$ cat src/hw/usart_pkg.sv
// Constants and types of the serial unit
package usart_pkg;

   localparam int          CLK_PERIOD_NS     = 50;
   localparam int          DIV_W             = 12;
   localparam logic [11:0] DIVISOR_RST       = 12'h000;
   localparam logic [4:0]  SPB_NORMAL        = 5'h10;
   localparam logic [4:0]  SPB_DOUBLE        = 5'h08;
   localparam int          RX_FIFO_DEPTH_DEF = 2;
   localparam int          FRAME_W           = 13;
   localparam int          DATA_W            = 9;
   localparam int          RX_WORD_W         = 12;
   localparam int          RX_OVR_POS        = 9;
   localparam int          RX_FE_POS         = 10;
   localparam int          RX_PE_POS         = 11;
   localparam logic [2:0]  CS_5              = 3'h0;
   localparam logic [2:0]  CS_6              = 3'h1;
   localparam logic [2:0]  CS_7              = 3'h2;
   localparam logic [2:0]  CS_8              = 3'h3;
   localparam logic [2:0]  CS_9              = 3'h7;
   localparam logic [1:0]  PAR_EVEN          = 2'h2;
   localparam logic [1:0]  PAR_ODD           = 2'h3;

   typedef enum logic [1:0] {
      RX_IDLE = 2'b00,
      RX_BUSY = 2'b01,
      RX_HOLD = 2'b10
   } rx_state_t;

   typedef enum logic {
      TX_IDLE  = 1'b0,
      TX_SHIFT = 1'b1
   } tx_state_t;

   // Size code to data bits; unused codes give 8
   function automatic logic [3:0] data_bits(input logic [2:0] cs);
      unique case (cs)
         CS_5:    data_bits = 4'h5;
         CS_6:    data_bits = 4'h6;
         CS_7:    data_bits = 4'h7;
         CS_9:    data_bits = 4'h9;
         default: data_bits = 4'h8;
      endcase
   endfunction : data_bits

endpackage : usart_pkg

$ cat src/hw/usart_core.sv
// Serial unit core: clocks, transmit buffer, receive FIFO
//
// Overview of operation
// - One transmit buffer allows back-to-back frames
// - Two-entry receive FIFO, each read pops one
// - Error flags and ninth bit stored per entry
// - Full FIFO: shift register holds third character
// - Receiver detects frame, overrun and parity errors
// - Five to nine data bits, parity, stops
// - Sync select; clock direction picks master/slave
// - Transfer clock pin used only in sync
// - External transfer clock synchronised before use
// - Divisor counter reloads at zero, low write
// - One tick per zero: clk/(divisor+1)
// - Divisor is twelve bits, 0 to 4095
// - Transmit clock: tick over 16, 8, 2
// - Receiver recovery uses 16 or 8 states
// - Clock/data recovery for asynchronous reception
// - Double speed affects asynchronous mode only
// - Double speed: eight samples per bit
// - Transmit complete, buffer empty, receive complete
// - Low-pass filter and false start rejection
// - External clock edge detect costs two cycles
// - Polarity picks change and sample edges
// - Start bit, LSB first, parity, stop, idle high
`timescale 1ns/1ns
module usart_core import usart_pkg::*; #(
   parameter int RX_DEPTH = RX_FIFO_DEPTH_DEF
) (
   input  wire logic       clk_i,
   input  wire logic       sys_rst_i,
   input  wire logic       serial_power_reduce_bit_i,
   input  wire logic       tx_enable_i,
   input  wire logic       rx_enable_i,
   input  wire logic       sync_mode_select_i,
   input  wire logic       double_speed_bit_i,
   input  wire logic       transfer_clock_direction_i,
   input  wire logic       sync_clock_polarity_i,
   input  wire logic [2:0] char_size_i,
   input  wire logic [1:0] parity_mode_i,
   input  wire logic       two_stop_i,
   input  wire logic [7:0] baud_divisor_low_i,
   input  wire logic [3:0] baud_divisor_high_i,
   input  wire logic       baud_divisor_low_wr_i,
   input  wire logic [8:0] tx_data_i,
   input  wire logic       tx_valid_i,
   output logic            tx_ready_o,
   output logic            tx_empty_o,
   output logic            tx_complete_o,
   input  wire logic       tx_complete_clr_i,
   output logic [7:0]      serial_data_location_o,
   output logic            rx_ninth_bit_o,
   output logic            frame_error_flag_o,
   output logic            overrun_flag_o,
   output logic            parity_error_o,
   output logic            rx_complete_o,
   input  wire logic       rx_pop_i,
   output logic            txd_o,
   output logic            txd_oe_o,
   input  wire logic       rxd_i,
   input  wire logic       transfer_clock_pin_i,
   output logic            transfer_clock_pin_o,
   output logic            transfer_clock_pin_oe_o
);

   logic                 run;
   logic                 sync_m;
   logic                 master_m;
   logic                 slave_m;
   logic                 baud_tick;
   logic [4:0]           spb;
   logic [3:0]           spb_m1;
   logic [3:0]           half_m1;
   logic [3:0]           nbits;
   logic                 par_en;
   logic                 par_odd;
   logic                 xck_ff;
   logic                 xs1_ff;
   logic                 xs2_ff;
   logic                 xs3_ff;
   logic                 clk_rise;
   logic                 clk_fall;
   logic                 chg_edge;
   logic                 smp_edge;
   tx_state_t            tx_state_ff;
   logic [8:0]           txb_ff;
   logic                 txb_full_ff;
   logic [FRAME_W-1:0]   tx_sh_ff;
   logic [3:0]           tx_left_ff;
   logic [3:0]           tx_pre_ff;
   logic                 tx_done_ff;
   logic [FRAME_W-1:0]   frame_w;
   logic [3:0]           frame_len;
   logic                 tx_tick;
   logic                 tx_last;
   logic                 tx_load;
   logic                 tx_run;
   rx_state_t            rx_state_ff;
   logic [2:0]           rx_hist_ff;
   logic [3:0]           rx_cnt_ff;
   logic [3:0]           rx_idx_ff;
   logic [8:0]           rx_sh_ff;
   logic                 rx_par_ff;
   logic                 rx_fe_ff;
   logic                 rx_pe_ff;
   logic                 ovr_pend_ff;
   logic                 rx_maj;
   logic                 rx_bit;
   logic                 rx_tick;
   logic                 start_seen;
   logic                 rx_run;
   logic                 fifo_in_ready;
   logic                 rx_push;
   logic [8:0]           rx_aligned;
   logic [RX_WORD_W-1:0] rx_head;

   // Send order, bit 0 first; unused top bits stay high
   function automatic logic [FRAME_W-1:0] build_frame(input logic [8:0] d, input logic [3:0] n,
                                                      input logic pen, input logic odd);
      logic p;
      p = odd;
      build_frame = '1;
      build_frame[0] = 1'b0;
      for (int i = 0; i < DATA_W; i++) begin
         if (i < int'(n)) begin
            build_frame[i+1] = d[i];
            p = p ^ d[i];
         end
      end
      for (int i = 1; i < FRAME_W; i++) begin
         if (pen && (i == int'(n) + 1)) build_frame[i] = p;
      end
   endfunction : build_frame

   // Mode and clock generation

   assign run      = !serial_power_reduce_bit_i;
   assign sync_m   = sync_mode_select_i;
   assign master_m = sync_m && transfer_clock_direction_i;
   assign slave_m  = sync_m && !transfer_clock_direction_i;
   assign nbits    = data_bits(char_size_i);
   assign par_en   = parity_mode_i[1];
   assign par_odd  = (parity_mode_i == PAR_ODD);

   // Double speed is ignored in sync mode
   assign spb     = (double_speed_bit_i && !sync_m) ? SPB_DOUBLE : SPB_NORMAL;
   assign spb_m1  = 4'(spb - 5'h01);
   assign half_m1 = 4'((spb >> 1) - 5'h01);

   usart_baud_gen #(
      .W (DIV_W)
   ) u_baud (
      .clk_i     (clk_i),
      .sys_rst_i (sys_rst_i),
      .run_i     (run),
      .divisor_i ({baud_divisor_high_i, baud_divisor_low_i}),
      .reload_i  (baud_divisor_low_wr_i),
      .tick_o    (baud_tick)
   );

   // Master clock toggles each tick
   always_ff @(posedge clk_i or posedge sys_rst_i) begin
      if (sys_rst_i) xck_ff <= 1'b0;
      else if (!run || !master_m) xck_ff <= 1'b0;
      else if (baud_tick) xck_ff <= !xck_ff;
   end

   always_ff @(posedge clk_i or posedge sys_rst_i) begin
      if (sys_rst_i) begin
         xs1_ff <= 1'b0;
         xs2_ff <= 1'b0;
         xs3_ff <= 1'b0;
      end else begin
         xs1_ff <= transfer_clock_pin_i;
         xs2_ff <= xs1_ff;
         xs3_ff <= xs2_ff;
      end
   end

   // Sync plus edge detect delays the slave clock; keep it below clk/4
   assign clk_rise = master_m ? (baud_tick && !xck_ff)
                              : (slave_m && xs2_ff && !xs3_ff);
   assign clk_fall = master_m ? (baud_tick && xck_ff)
                              : (slave_m && !xs2_ff && xs3_ff);
   assign chg_edge = sync_clock_polarity_i ? clk_fall : clk_rise;
   assign smp_edge = sync_clock_polarity_i ? clk_rise : clk_fall;

   assign transfer_clock_pin_o    = xck_ff;
   assign transfer_clock_pin_oe_o = run && master_m;

   // Transmitter

   assign tx_run    = run && tx_enable_i;
   assign frame_w   = build_frame(txb_ff, nbits, par_en, par_odd);
   assign frame_len = 4'(4'h2 + nbits + {3'h0, par_en} + {3'h0, two_stop_i});
   assign tx_tick   = sync_m ? chg_edge : (baud_tick && (tx_pre_ff == spb_m1));
   assign tx_last   = (tx_state_ff == TX_SHIFT) && tx_tick && (tx_left_ff == 4'h1);
   // Next frame loads on the last stop bit's tick, so frames abut
   assign tx_load   = tx_run && txb_full_ff &&
                      ((tx_state_ff == TX_IDLE) ? (!sync_m || chg_edge) : tx_last);
   assign tx_ready_o = tx_run && !txb_full_ff;
   assign tx_empty_o = !txb_full_ff;

   always_ff @(posedge clk_i or posedge sys_rst_i) begin
      if (sys_rst_i) begin
         txb_ff      <= '0;
         txb_full_ff <= 1'b0;
      end else if (!tx_run) begin
         txb_full_ff <= 1'b0;
      end else if (tx_valid_i && !txb_full_ff) begin
         txb_ff      <= tx_data_i;
         txb_full_ff <= 1'b1;
      end else if (tx_load) begin
         txb_full_ff <= 1'b0;
      end
   end

   always_ff @(posedge clk_i or posedge sys_rst_i) begin
      if (sys_rst_i) begin
         tx_state_ff <= TX_IDLE;
         tx_sh_ff    <= '1;
         tx_left_ff  <= '0;
         tx_pre_ff   <= '0;
      end else if (!tx_run) begin
         tx_state_ff <= TX_IDLE;
         tx_sh_ff    <= '1;
         tx_left_ff  <= '0;
         tx_pre_ff   <= '0;
      end else if (tx_load) begin
         tx_state_ff <= TX_SHIFT;
         tx_sh_ff    <= frame_w;
         tx_left_ff  <= frame_len;
         tx_pre_ff   <= '0;
      end else if (tx_state_ff == TX_SHIFT) begin
         if (baud_tick && !sync_m) begin
            tx_pre_ff <= (tx_pre_ff == spb_m1) ? 4'h0 : tx_pre_ff + 4'h1;
         end
         if (tx_tick) begin
            tx_sh_ff   <= {1'b1, tx_sh_ff[FRAME_W-1:1]};
            tx_left_ff <= tx_left_ff - 4'h1;
            if (tx_left_ff == 4'h1) tx_state_ff <= TX_IDLE;
         end
      end
   end

   // A completion in the same cycle as the clear wins
   always_ff @(posedge clk_i or posedge sys_rst_i) begin
      if (sys_rst_i) tx_done_ff <= 1'b0;
      else if (tx_last && !tx_load) tx_done_ff <= 1'b1;
      else if (tx_complete_clr_i) tx_done_ff <= 1'b0;
   end

   assign tx_complete_o = tx_done_ff;
   assign txd_o         = tx_sh_ff[0];
   assign txd_oe_o      = tx_run;

   // Receiver

   assign rx_run     = run && rx_enable_i;
   assign rx_maj     = (rx_hist_ff[0] & rx_hist_ff[1]) | (rx_hist_ff[1] & rx_hist_ff[2]) |
                       (rx_hist_ff[0] & rx_hist_ff[2]);
   assign rx_bit     = sync_m ? rxd_i : rx_maj;
   assign rx_tick    = sync_m ? smp_edge : (baud_tick && (rx_cnt_ff == half_m1));
   assign start_seen = sync_m ? (smp_edge && !rxd_i) : (baud_tick && !rx_maj);
   assign rx_push    = (rx_state_ff == RX_HOLD) && fifo_in_ready;
   assign rx_aligned = rx_sh_ff >> (4'h9 - nbits);

   // Three-tap majority is the low-pass filter
   always_ff @(posedge clk_i or posedge sys_rst_i) begin
      if (sys_rst_i) rx_hist_ff <= 3'h7;
      else if (!rx_run || sync_m) rx_hist_ff <= 3'h7;
      else if (baud_tick) rx_hist_ff <= {rx_hist_ff[1:0], rxd_i};
   end

   always_ff @(posedge clk_i or posedge sys_rst_i) begin
      if (sys_rst_i) begin
         rx_state_ff <= RX_IDLE;
         rx_cnt_ff   <= '0;
         rx_idx_ff   <= '0;
         rx_sh_ff    <= '0;
         rx_par_ff   <= 1'b0;
         rx_fe_ff    <= 1'b0;
         rx_pe_ff    <= 1'b0;
         ovr_pend_ff <= 1'b0;
      end else if (!rx_run) begin
         rx_state_ff <= RX_IDLE;
         ovr_pend_ff <= 1'b0;
      end else begin
         if (rx_push) ovr_pend_ff <= 1'b0;
         unique case (rx_state_ff)
            RX_IDLE: begin
               if (start_seen) begin
                  rx_state_ff <= RX_BUSY;
                  rx_cnt_ff   <= '0;
                  rx_idx_ff   <= sync_m ? 4'h1 : 4'h0;
                  rx_par_ff   <= 1'b0;
                  rx_pe_ff    <= 1'b0;
               end
            end
            RX_BUSY: begin
               if (baud_tick && !sync_m) begin
                  rx_cnt_ff <= (rx_cnt_ff == spb_m1) ? 4'h0 : rx_cnt_ff + 4'h1;
               end
               if (rx_tick) begin
                  rx_idx_ff <= rx_idx_ff + 4'h1;
                  if (rx_idx_ff == 4'h0) begin
                     if (rx_bit) rx_state_ff <= RX_IDLE;
                  end else if (rx_idx_ff <= nbits) begin
                     rx_sh_ff  <= {rx_bit, rx_sh_ff[8:1]};
                     rx_par_ff <= rx_par_ff ^ rx_bit;
                  end else if (par_en && (rx_idx_ff == nbits + 4'h1)) begin
                     rx_pe_ff <= rx_par_ff ^ rx_bit ^ par_odd;
                  end else begin
                     // Only the first stop bit is checked
                     rx_fe_ff    <= !rx_bit;
                     rx_state_ff <= RX_HOLD;
                  end
               end
            end
            RX_HOLD: begin
               // Character waits here while the FIFO is full
               if (start_seen) begin
                  rx_state_ff <= RX_BUSY;
                  rx_cnt_ff   <= '0;
                  rx_idx_ff   <= sync_m ? 4'h1 : 4'h0;
                  rx_par_ff   <= 1'b0;
                  rx_pe_ff    <= 1'b0;
                  if (!fifo_in_ready) ovr_pend_ff <= 1'b1;
               end else if (fifo_in_ready) begin
                  rx_state_ff <= RX_IDLE;
               end
            end
            default: rx_state_ff <= RX_IDLE;
         endcase
      end
   end

   usart_fifo #(
      .WIDTH (RX_WORD_W),
      .DEPTH (RX_DEPTH)
   ) u_rx_fifo (
      .clk_i       (clk_i),
      .sys_rst_i   (sys_rst_i),
      .flush_i     (!rx_run),
      .in_valid_i  (rx_state_ff == RX_HOLD),
      .in_ready_o  (fifo_in_ready),
      .in_data_i   ({rx_pe_ff, rx_fe_ff, ovr_pend_ff, rx_aligned}),
      .out_valid_o (rx_complete_o),
      .out_ready_i (rx_pop_i),
      .out_data_o  (rx_head)
   );

   // Status comes with the head entry and goes with the pop
   assign serial_data_location_o = rx_head[7:0];
   assign rx_ninth_bit_o         = rx_head[8];
   assign overrun_flag_o         = rx_head[RX_OVR_POS];
   assign frame_error_flag_o     = rx_head[RX_FE_POS];
   assign parity_error_o         = rx_head[RX_PE_POS];

endmodule : usart_core

$ cat src/hw/usart_fifo.sv
// Receive FIFO, valid/ready on both sides
`timescale 1ns/1ns
module usart_fifo #(
   parameter int WIDTH = 12,
   parameter int DEPTH = 16
) (
   input  wire logic             clk_i,
   input  wire logic             sys_rst_i,
   input  wire logic             flush_i,
   input  wire logic             in_valid_i,
   output logic                  in_ready_o,
   input  wire logic [WIDTH-1:0] in_data_i,
   output logic                  out_valid_o,
   input  wire logic             out_ready_i,
   output logic      [WIDTH-1:0] out_data_o
);
   localparam int AW = (DEPTH > 1) ? $clog2(DEPTH) : 1;

   logic [WIDTH-1:0] mem_ff [DEPTH];
   logic [AW-1:0]    wr_ff;
   logic [AW-1:0]    rd_ff;
   logic [AW:0]      cnt_ff;
   logic             push;
   logic             pop;

   function automatic logic [AW-1:0] next_ptr(input logic [AW-1:0] p);
      next_ptr = (p == AW'(DEPTH - 1)) ? '0 : p + 1'b1;
   endfunction : next_ptr

   assign in_ready_o  = (cnt_ff != (AW+1)'(DEPTH));
   assign out_valid_o = (cnt_ff != '0);
   assign push        = in_valid_i && in_ready_o;
   assign pop         = out_valid_o && out_ready_i;
   assign out_data_o  = mem_ff[rd_ff];

   always_ff @(posedge clk_i or posedge sys_rst_i) begin
      if (sys_rst_i) begin
         wr_ff  <= '0;
         rd_ff  <= '0;
         cnt_ff <= '0;
      end else if (flush_i) begin
         wr_ff  <= '0;
         rd_ff  <= '0;
         cnt_ff <= '0;
      end else begin
         if (push) wr_ff <= next_ptr(wr_ff);
         if (pop) rd_ff <= next_ptr(rd_ff);
         if (push && !pop) cnt_ff <= cnt_ff + 1'b1;
         else if (pop && !push) cnt_ff <= cnt_ff - 1'b1;
      end
   end

   always_ff @(posedge clk_i or posedge sys_rst_i) begin
      if (sys_rst_i) begin
         for (int i = 0; i < DEPTH; i++) mem_ff[i] <= '0;
      end else if (push) begin
         mem_ff[wr_ff] <= in_data_i;
      end
   end

endmodule : usart_fifo

$ cat src/hw/usart_baud_gen.sv
// Baud down-counter: one tick per zero count
`timescale 1ns/1ns
module usart_baud_gen import usart_pkg::*; #(
   parameter int W = DIV_W
) (
   input  wire logic         clk_i,
   input  wire logic         sys_rst_i,
   input  wire logic         run_i,
   input  wire logic [W-1:0] divisor_i,
   input  wire logic         reload_i,
   output logic              tick_o
);
   logic [W-1:0] cnt_ff;
   logic         tick_ff;

   always_ff @(posedge clk_i or posedge sys_rst_i) begin
      if (sys_rst_i) begin
         cnt_ff <= W'(DIVISOR_RST);
      end else if (!run_i || reload_i || cnt_ff == '0) begin
         cnt_ff <= divisor_i;
      end else begin
         cnt_ff <= cnt_ff - 1'b1;
      end
   end

   // Registered: a clean one-cycle enable
   always_ff @(posedge clk_i or posedge sys_rst_i) begin
      if (sys_rst_i) tick_ff <= 1'b0;
      else tick_ff <= run_i && !reload_i && (cnt_ff == '0);
   end

   assign tick_o = tick_ff;

endmodule : usart_baud_gen

$ cat config.mk
export PLATFORM = sky130hd
export DESIGN_NAME = usart_core
export DESIGN_NICKNAME = d
export VERILOG_FILES = /design/src/hw/usart_pkg.sv /design/src/hw/usart_core.sv /design/src/hw/usart_fifo.sv /design/src/hw/usart_baud_gen.sv
export SDC_FILE = /design/constraint.sdc
export NUM_CORES = 1
export LEC_CHECK = 0
export BUFFER_PORTS_ARGS = -buffer_cell sky130_fd_sc_hd__buf_2
export CORE_ASPECT_RATIO = 1.4
export CORE_MARGIN = 2
export CORE_UTILIZATION = 50
export CTS_CLUSTER_SIZE = 24
export DETAILED_ROUTE_END_ITERATION = 12
export PLACE_DENSITY = 0.69
export SLEW_MARGIN = 15
export SYNTH_ARGS = -nofsm -noshare
export SYNTH_HDL_FRONTEND = slang
export SYNTH_SLANG_ARGS = --single-unit
$ cat constraint.sdc
create_clock -name clk_i -period 6.35 [get_ports clk_i]
set_clock_uncertainty 0.15 [all_clocks]
set_input_delay 0.9525 -clock clk_i [delete_from_list [all_inputs] [get_ports clk_i]]
set_output_delay 0.9525 -clock clk_i [all_outputs]
set_load 0.01 [all_outputs]
After elaboration in Yosys (flattened, before gate mapping)
Cells that the tools add are included.
W data, S select, Z words.
{ "totals": {"reg_bits": 104, "elab_cells": 325, "out_inout_bits": 20, "input_bits": 42} }
{ "classes": {"order_cmp": 13, "addsub": 17, "n_reduce_logical": 85, "n_eq_ne": 44, "shifts": 1, "n_bitwise": 21, "n_mux": 117} }
{ "op_table": {"columns": ["cell", "n"], "rows": [
  ["$eq A4 B32 Y1 const A", 4],
  ["$eq A5 B32 Y1 const A", 4],
  ["$mux W1", 71],
  ["$eq A3 B32 Y1 const A", 2],
  ["$mux W12", 5],
  ["$mux W4", 14],
  ["$mux W13", 4],
  ["$logic_and A1 B1 Y1", 44],
  ["$eq A2 B32 Y1 const A", 1],
  ["$bwmux W24", 1],
  ["$mux W2", 12],
  ["$reduce_and A6 Y1", 3],
  ["$add A4 B1 Y4 const B", 4],
  ["$eq A4 B4 Y1", 4],
  ["$logic_not A1 Y1", 16],
  ["$lt A3 B4 Y1 const A", 4],
  ["$ne A4 B4 Y1 const B", 4],
  ["$pmux W4 S2", 2],
  ["$pmux W4 S4", 1],
  ["$ne A2 B2 Y1 const B", 7],
  ["$demux W12 S1", 1],
  ["$logic_not A12 Y1", 1],
  ["$ne A3 B3 Y1 const B", 4],
  ["$sub A12 B1 Y12 const B", 1],
  ["other kinds (44)", 84]
]} }

Depth between registers and ports, before layout
{ "logic_depth": {"ltp_word": 23, "ltp_mapped": 13, "ltp_nobuf": 10} }

Modules after synthesis
A second synthesis with hierarchy kept.
{ "unflattened": {"hier_cells": 584, "area_unflattened_um2": 6237.2} }
{ "by_module_without_submodules": {"columns": ["module", "cells_each", "area_per_inst_um2", "n_inst"], "rows": [
  ["usart_core", 435, 4160.2, 1],
  ["usart_fifo", 87, 1278.7, 1],
  ["usart_baud_gen", 62, 798.3, 1]
]} }

Least setup slack after synthesis
No wires, ideal clock.
{ "synth_path": {"kind": "in2reg", "from": "in char_size_i[1]", "to": "reg tx_sh_ff[2]", "setup_slack_ns": 2.665, "arrival_ns": 3.455, "required_ns": 6.120, "cell_stages": 13, "cell_sequence": "buf_4 > xnor2_1 > or2_2 > clkbuf_1 > inv_2 > ha_1 > clkbuf_1 > nand2_1 > xnor2_1 > mux2i_1 > xnor2_1 > nand3_1 > o221a_2"} }
{ "synth_between": {"elab_chain_len": 23, "elab_cells_between_ends": 38} }
{ "synth_lines": {"columns": ["item", "line_no", "text"], "rows": [
  ["start, declared", "usart_core.sv:39", "input wire logic [2:0] char_size_i,"],
  ["$eq A3 B3 Y1, or another cell as far along", "usart_pkg.sv:37", "unique case (cs)"],
  ["$pmux W4 S4 *", "usart_pkg.sv:37", null],
  ["$lt A1 B4 Y1", "usart_core.sv:125", "if (i < int'(n)) begin"],
  ["$mux W1", "usart_core.sv:125", null],
  ["$xor A1 B1 Y1", "usart_core.sv:127", "p = p ^ d[i];"],
  ["$mux W1", "usart_core.sv:125", null],
  ["$xor A1 B1 Y1", "usart_core.sv:127", null],
  ["$mux W1", "usart_core.sv:125", null],
  ["(+7 left out)", null, null],
  ["$mux W1", "usart_core.sv:125", null],
  ["$xor A1 B1 Y1", "usart_core.sv:127", null],
  ["$mux W1", "usart_core.sv:125", null],
  ["$xor A1 B1 Y1", "usart_core.sv:127", null],
  ["$mux W1", "usart_core.sv:125", null],
  ["$mux W1 *", "usart_core.sv:131", "if (pen && (i == int'(n) + 1)) build_frame[i] = p;"],
  ["$mux W13 *", "usart_core.sv:229", "end else if (tx_load) begin"],
  ["$mux W13 *", "usart_core.sv:224", "end else if (!tx_run) begin"],
  ["end signal, assigned", "usart_core.sv:231", "tx_sh_ff <= frame_w;"],
  ["end signal, assigned", "usart_core.sv:239", "tx_sh_ff <= {1'b1, tx_sh_ff[FRAME_W-1:1]};"],
  ["end, declared", "usart_core.sv:88", "logic [FRAME_W-1:0] tx_sh_ff;"]
]} }
Every way passes the cells marked *; elsewhere a longest branch is shown, timed or not.
A chain may end at the register's enable or synchronous reset.

Worst setup path after layout
{ "layout_path": {"from": "in char_size_i[2]", "to": "reg tx_sh_ff[7]"} }
The elaborated chain is that of the path after synthesis.

==> reports/metrics.cfg <==
[placement]
io_buffers=61
dp.cells=823
gp_congestion=0.8970
dp.final_hpwl_um=10030
dp_slack_ns=2.323

[clocking]
post_cts_buffers=0
cts_tree=yes
clk_path_buf_depth=2
cts_buffers=9
cts.sink_count=104
cts_root_buffer=clkbuf_16
path_clk_slew_ns=0.08
htree_levels=3
ctsResizeCount=0
holdBufCountCts=0
insertion_delay_ns=0.36

[yosys]
synth_edf_count=0
synth_common_cells=dfrtp_1 (88), nand2_1 (78), nor2_1 (41)
synth_seq_cells=104
post-synth-top-area-fraction=0.3519
synth_cells=636
synthesis.area_um2=6257
ys_top_cells_by_area=dfrtp_1 (35%), dfstp_2 (6.7%), mux2_2 (6.5%)
async_reset_ff_frac=1.000
ys.flop_type=dfrtp_1
yosysWarnings=0
syn-num-nets=700
synth_top_area_cell=dfrtp_1
ys_seq_area_frac=0.4191
ys_types=74
synth.avg_cell_area_um2=9.838
yosysMostFrequentCell=dfrtp_1

[drt]
vias=4931
drtIter0Drc=251
vias_per_cell=5.877
post_drt_wl_per_cell_um=16.30
dr.pass1.iters=6
drc=0
wl_um=13670
final_antenna_net_count=0

[setup_path]
rrSetupSlack_ns=3.25
reg2reg_to=tx_sh_ff[1]$_DFFE_PP1P_
end_kind=flip-flop
reg2reg_depth=6
arrival_ns=3.84
start_kind=primary input
required_ns=6.49
reg2reg_from=xs3_ff$_DFF_PP0_
cp_max_fo=12
critPathKind=in -> reg

[timing]
setup_tns_ns=0
period_minus_slack_ns=3.704
grt_setup_unrepaired=false
timing.final.ws_setup_ns=2.646
maxSlewViolCount=0
final_hold_viol_count=0
post-route-period-util=0.5833
max_slew_margin=0.3546
worstMarginPinSlew_ns=0.9681
setup_viol=0
clock.fmax_ghz=0.2700

[global_routing]
grt_overflow_total=0
antenna_found_initial=0
grt_pass1_wl_um=23040
grt_pass1_vias=4793
grt_usage=0.2104
grt_max_degree=79

[final_layout]
fin_nets=748
syn_to_final_growth_pct=11.50
drive_above_1_share=0.2453
fillers=1105
layoutNonFillerInstCount=839
antenna_cells=0

[power_and_ir_drop]
p_comb_frac=0.177
clkPwrFrac=0.376
seq_power_share=0.447
p_leak_uw=0.003012
p_sw_uw=478.5
swShare=0.2885
power.density_nw_per_um2=237.8
p_int_uw=1180
vdd.ir_drop.worst_v=0.0001475

[status]
outcome=completed

[floorplan]
ios=62
start_util=0.5107
dieHeight_um=136.4
row_count=48
coreArea_um2=12250
dieArea_um2=13440
die_x_um=98.55

[worst_hold_path]
hold_depth=0
min_path_type=reg -> reg
worstHoldEndpoint=xs2_ff$_DFF_PP0_
hp-start=xs1_ff$_DFF_PP0_

[job]
drv_cap=0

[cells by family after synthesis]
family,count (synthesis),synth area share
xor gates and xnor gates,40,0.05819
muxes,62,0.1152
buffers and inverters,55,0.03679
and+or+nand+nor,225,0.1830
adders and majority gates,23,0.04679
AOI/OAI and AO/OA,127,0.1410
DFF,104,0.4191
[through the flow]
stage / hold slack [ns] / cell area (um2) / total power (uW) / util
6_report: 0.2113 / 6977 / 1659 / 0.5694
5_1_grt: 0.2176 / 6977 / 1738 / 0.5694
4_1_cts: 0.2175 / 6977 / 1671 / 0.5694
3_5_place_dp: 0.1982 / 6643 / 1046 / 0.5422
3_3_place_gp: 0.1922 / 6643 / 1041 / 0.5422
2_1_floorplan: 0.1812 / 6257 / 964.0 / -
[area by class of cell]
| type | count | area, um2 | share of cell area |
|---|---|---|---|
| clock buffers | 9 | 225.2 | 0.03228 |
| clock inverters | 7 | 108.9 | 0.01560 |
| inverters | 30 | 115.1 | 0.01650 |
| multi-input cells | 477 | 3405 | 0.4880 |
| flip-flops and latches | 104 | 2623 | 0.3759 |
| well taps | 150 | 187.7 | 0.02690 |
| repair buffers | 62 | 312.8 | 0.04484 |
[cell usage in the layout, fill, tap and decap left out, drive strengths merged, types with 7 or more instances in the layout]
cell type  count
nand2b         9
nand2         80
nand3         17
mux2i         21
inv           31
ha            21
xnor2         28
dfstp         16
a21oi         27
dfrtp         88
nor2          41
nor3          16
o31ai         13
o21ai         30
mux2          37
or2            8
nand3b         7
clkbuf         9
a31oi          7
xor2          11
or3            8
buf           62
o221a          9
[layer usage]
metal  vias to the layer above  GRT usage  wire [um]
met3                        28    0.03702        673
met4                         0    0.07763        318
li1                       2378          -          -
met1                      2371     0.2560       5651
met2                       154     0.3726       7028
met5                         -          0          0
[worst max path at each step]
stage                         from                       to  slack (ns)  cells past startpoint
global placement    char_size_i[2]  tx_sh_ff[7]$_DFFE_PP1P_        2.43                     11
CTS                 char_size_i[2]  tx_sh_ff[3]$_DFFE_PP1P_        2.68                     11
detailed placement  char_size_i[2]  tx_sh_ff[5]$_DFFE_PP1P_        2.32                     11
finish              char_size_i[2]  tx_sh_ff[7]$_DFFE_PP1P_        2.65                     11
floorplan                sys_rst_i    ovr_pend_ff$_DFF_PP0_        2.54                      1
global route        char_size_i[2]  tx_sh_ff[7]$_DFFE_PP1P_        2.38                     11
[critical path: stages]
cell and delay (ns):
buf_2 0.16, or2_2 0.35, nand2_2 0.20, clkinv_1 0.34, ha_1 0.37, nand2b_1 0.17, xnor2_1 0.17, mux2i_1 0.11
xnor2_1 0.48, nand3b_1 0.24, o221a_2 0.31
[registers in the layout, summed over array words and instances, names as in the netlist, 2 cells and up]
signal,flops
rx_cnt_ff,4
rx_hist_ff,3
rx_idx_ff,4
rx_sh_ff,9
rx_state_ff,2
tx_left_ff,4
tx_pre_ff,4
tx_sh_ff,13
txb_ff,9
u_baud.cnt_ff,12
u_rx_fifo.cnt_ff,2
u_rx_fifo.mem_ff,24
[power groups by stage]
stage | Combinational (uW) | Clock [uW] | Sequential (uW)
after floorplan | 224 | 0 | 740
after global placement | 289 | 0 | 752
after detailed placement | 292 | 0 | 754
after CTS | 295 | 635 | 742
after global routing | 330 | 660 | 747
final | 294 | 624 | 741
(Power assumes the default switching activity.)
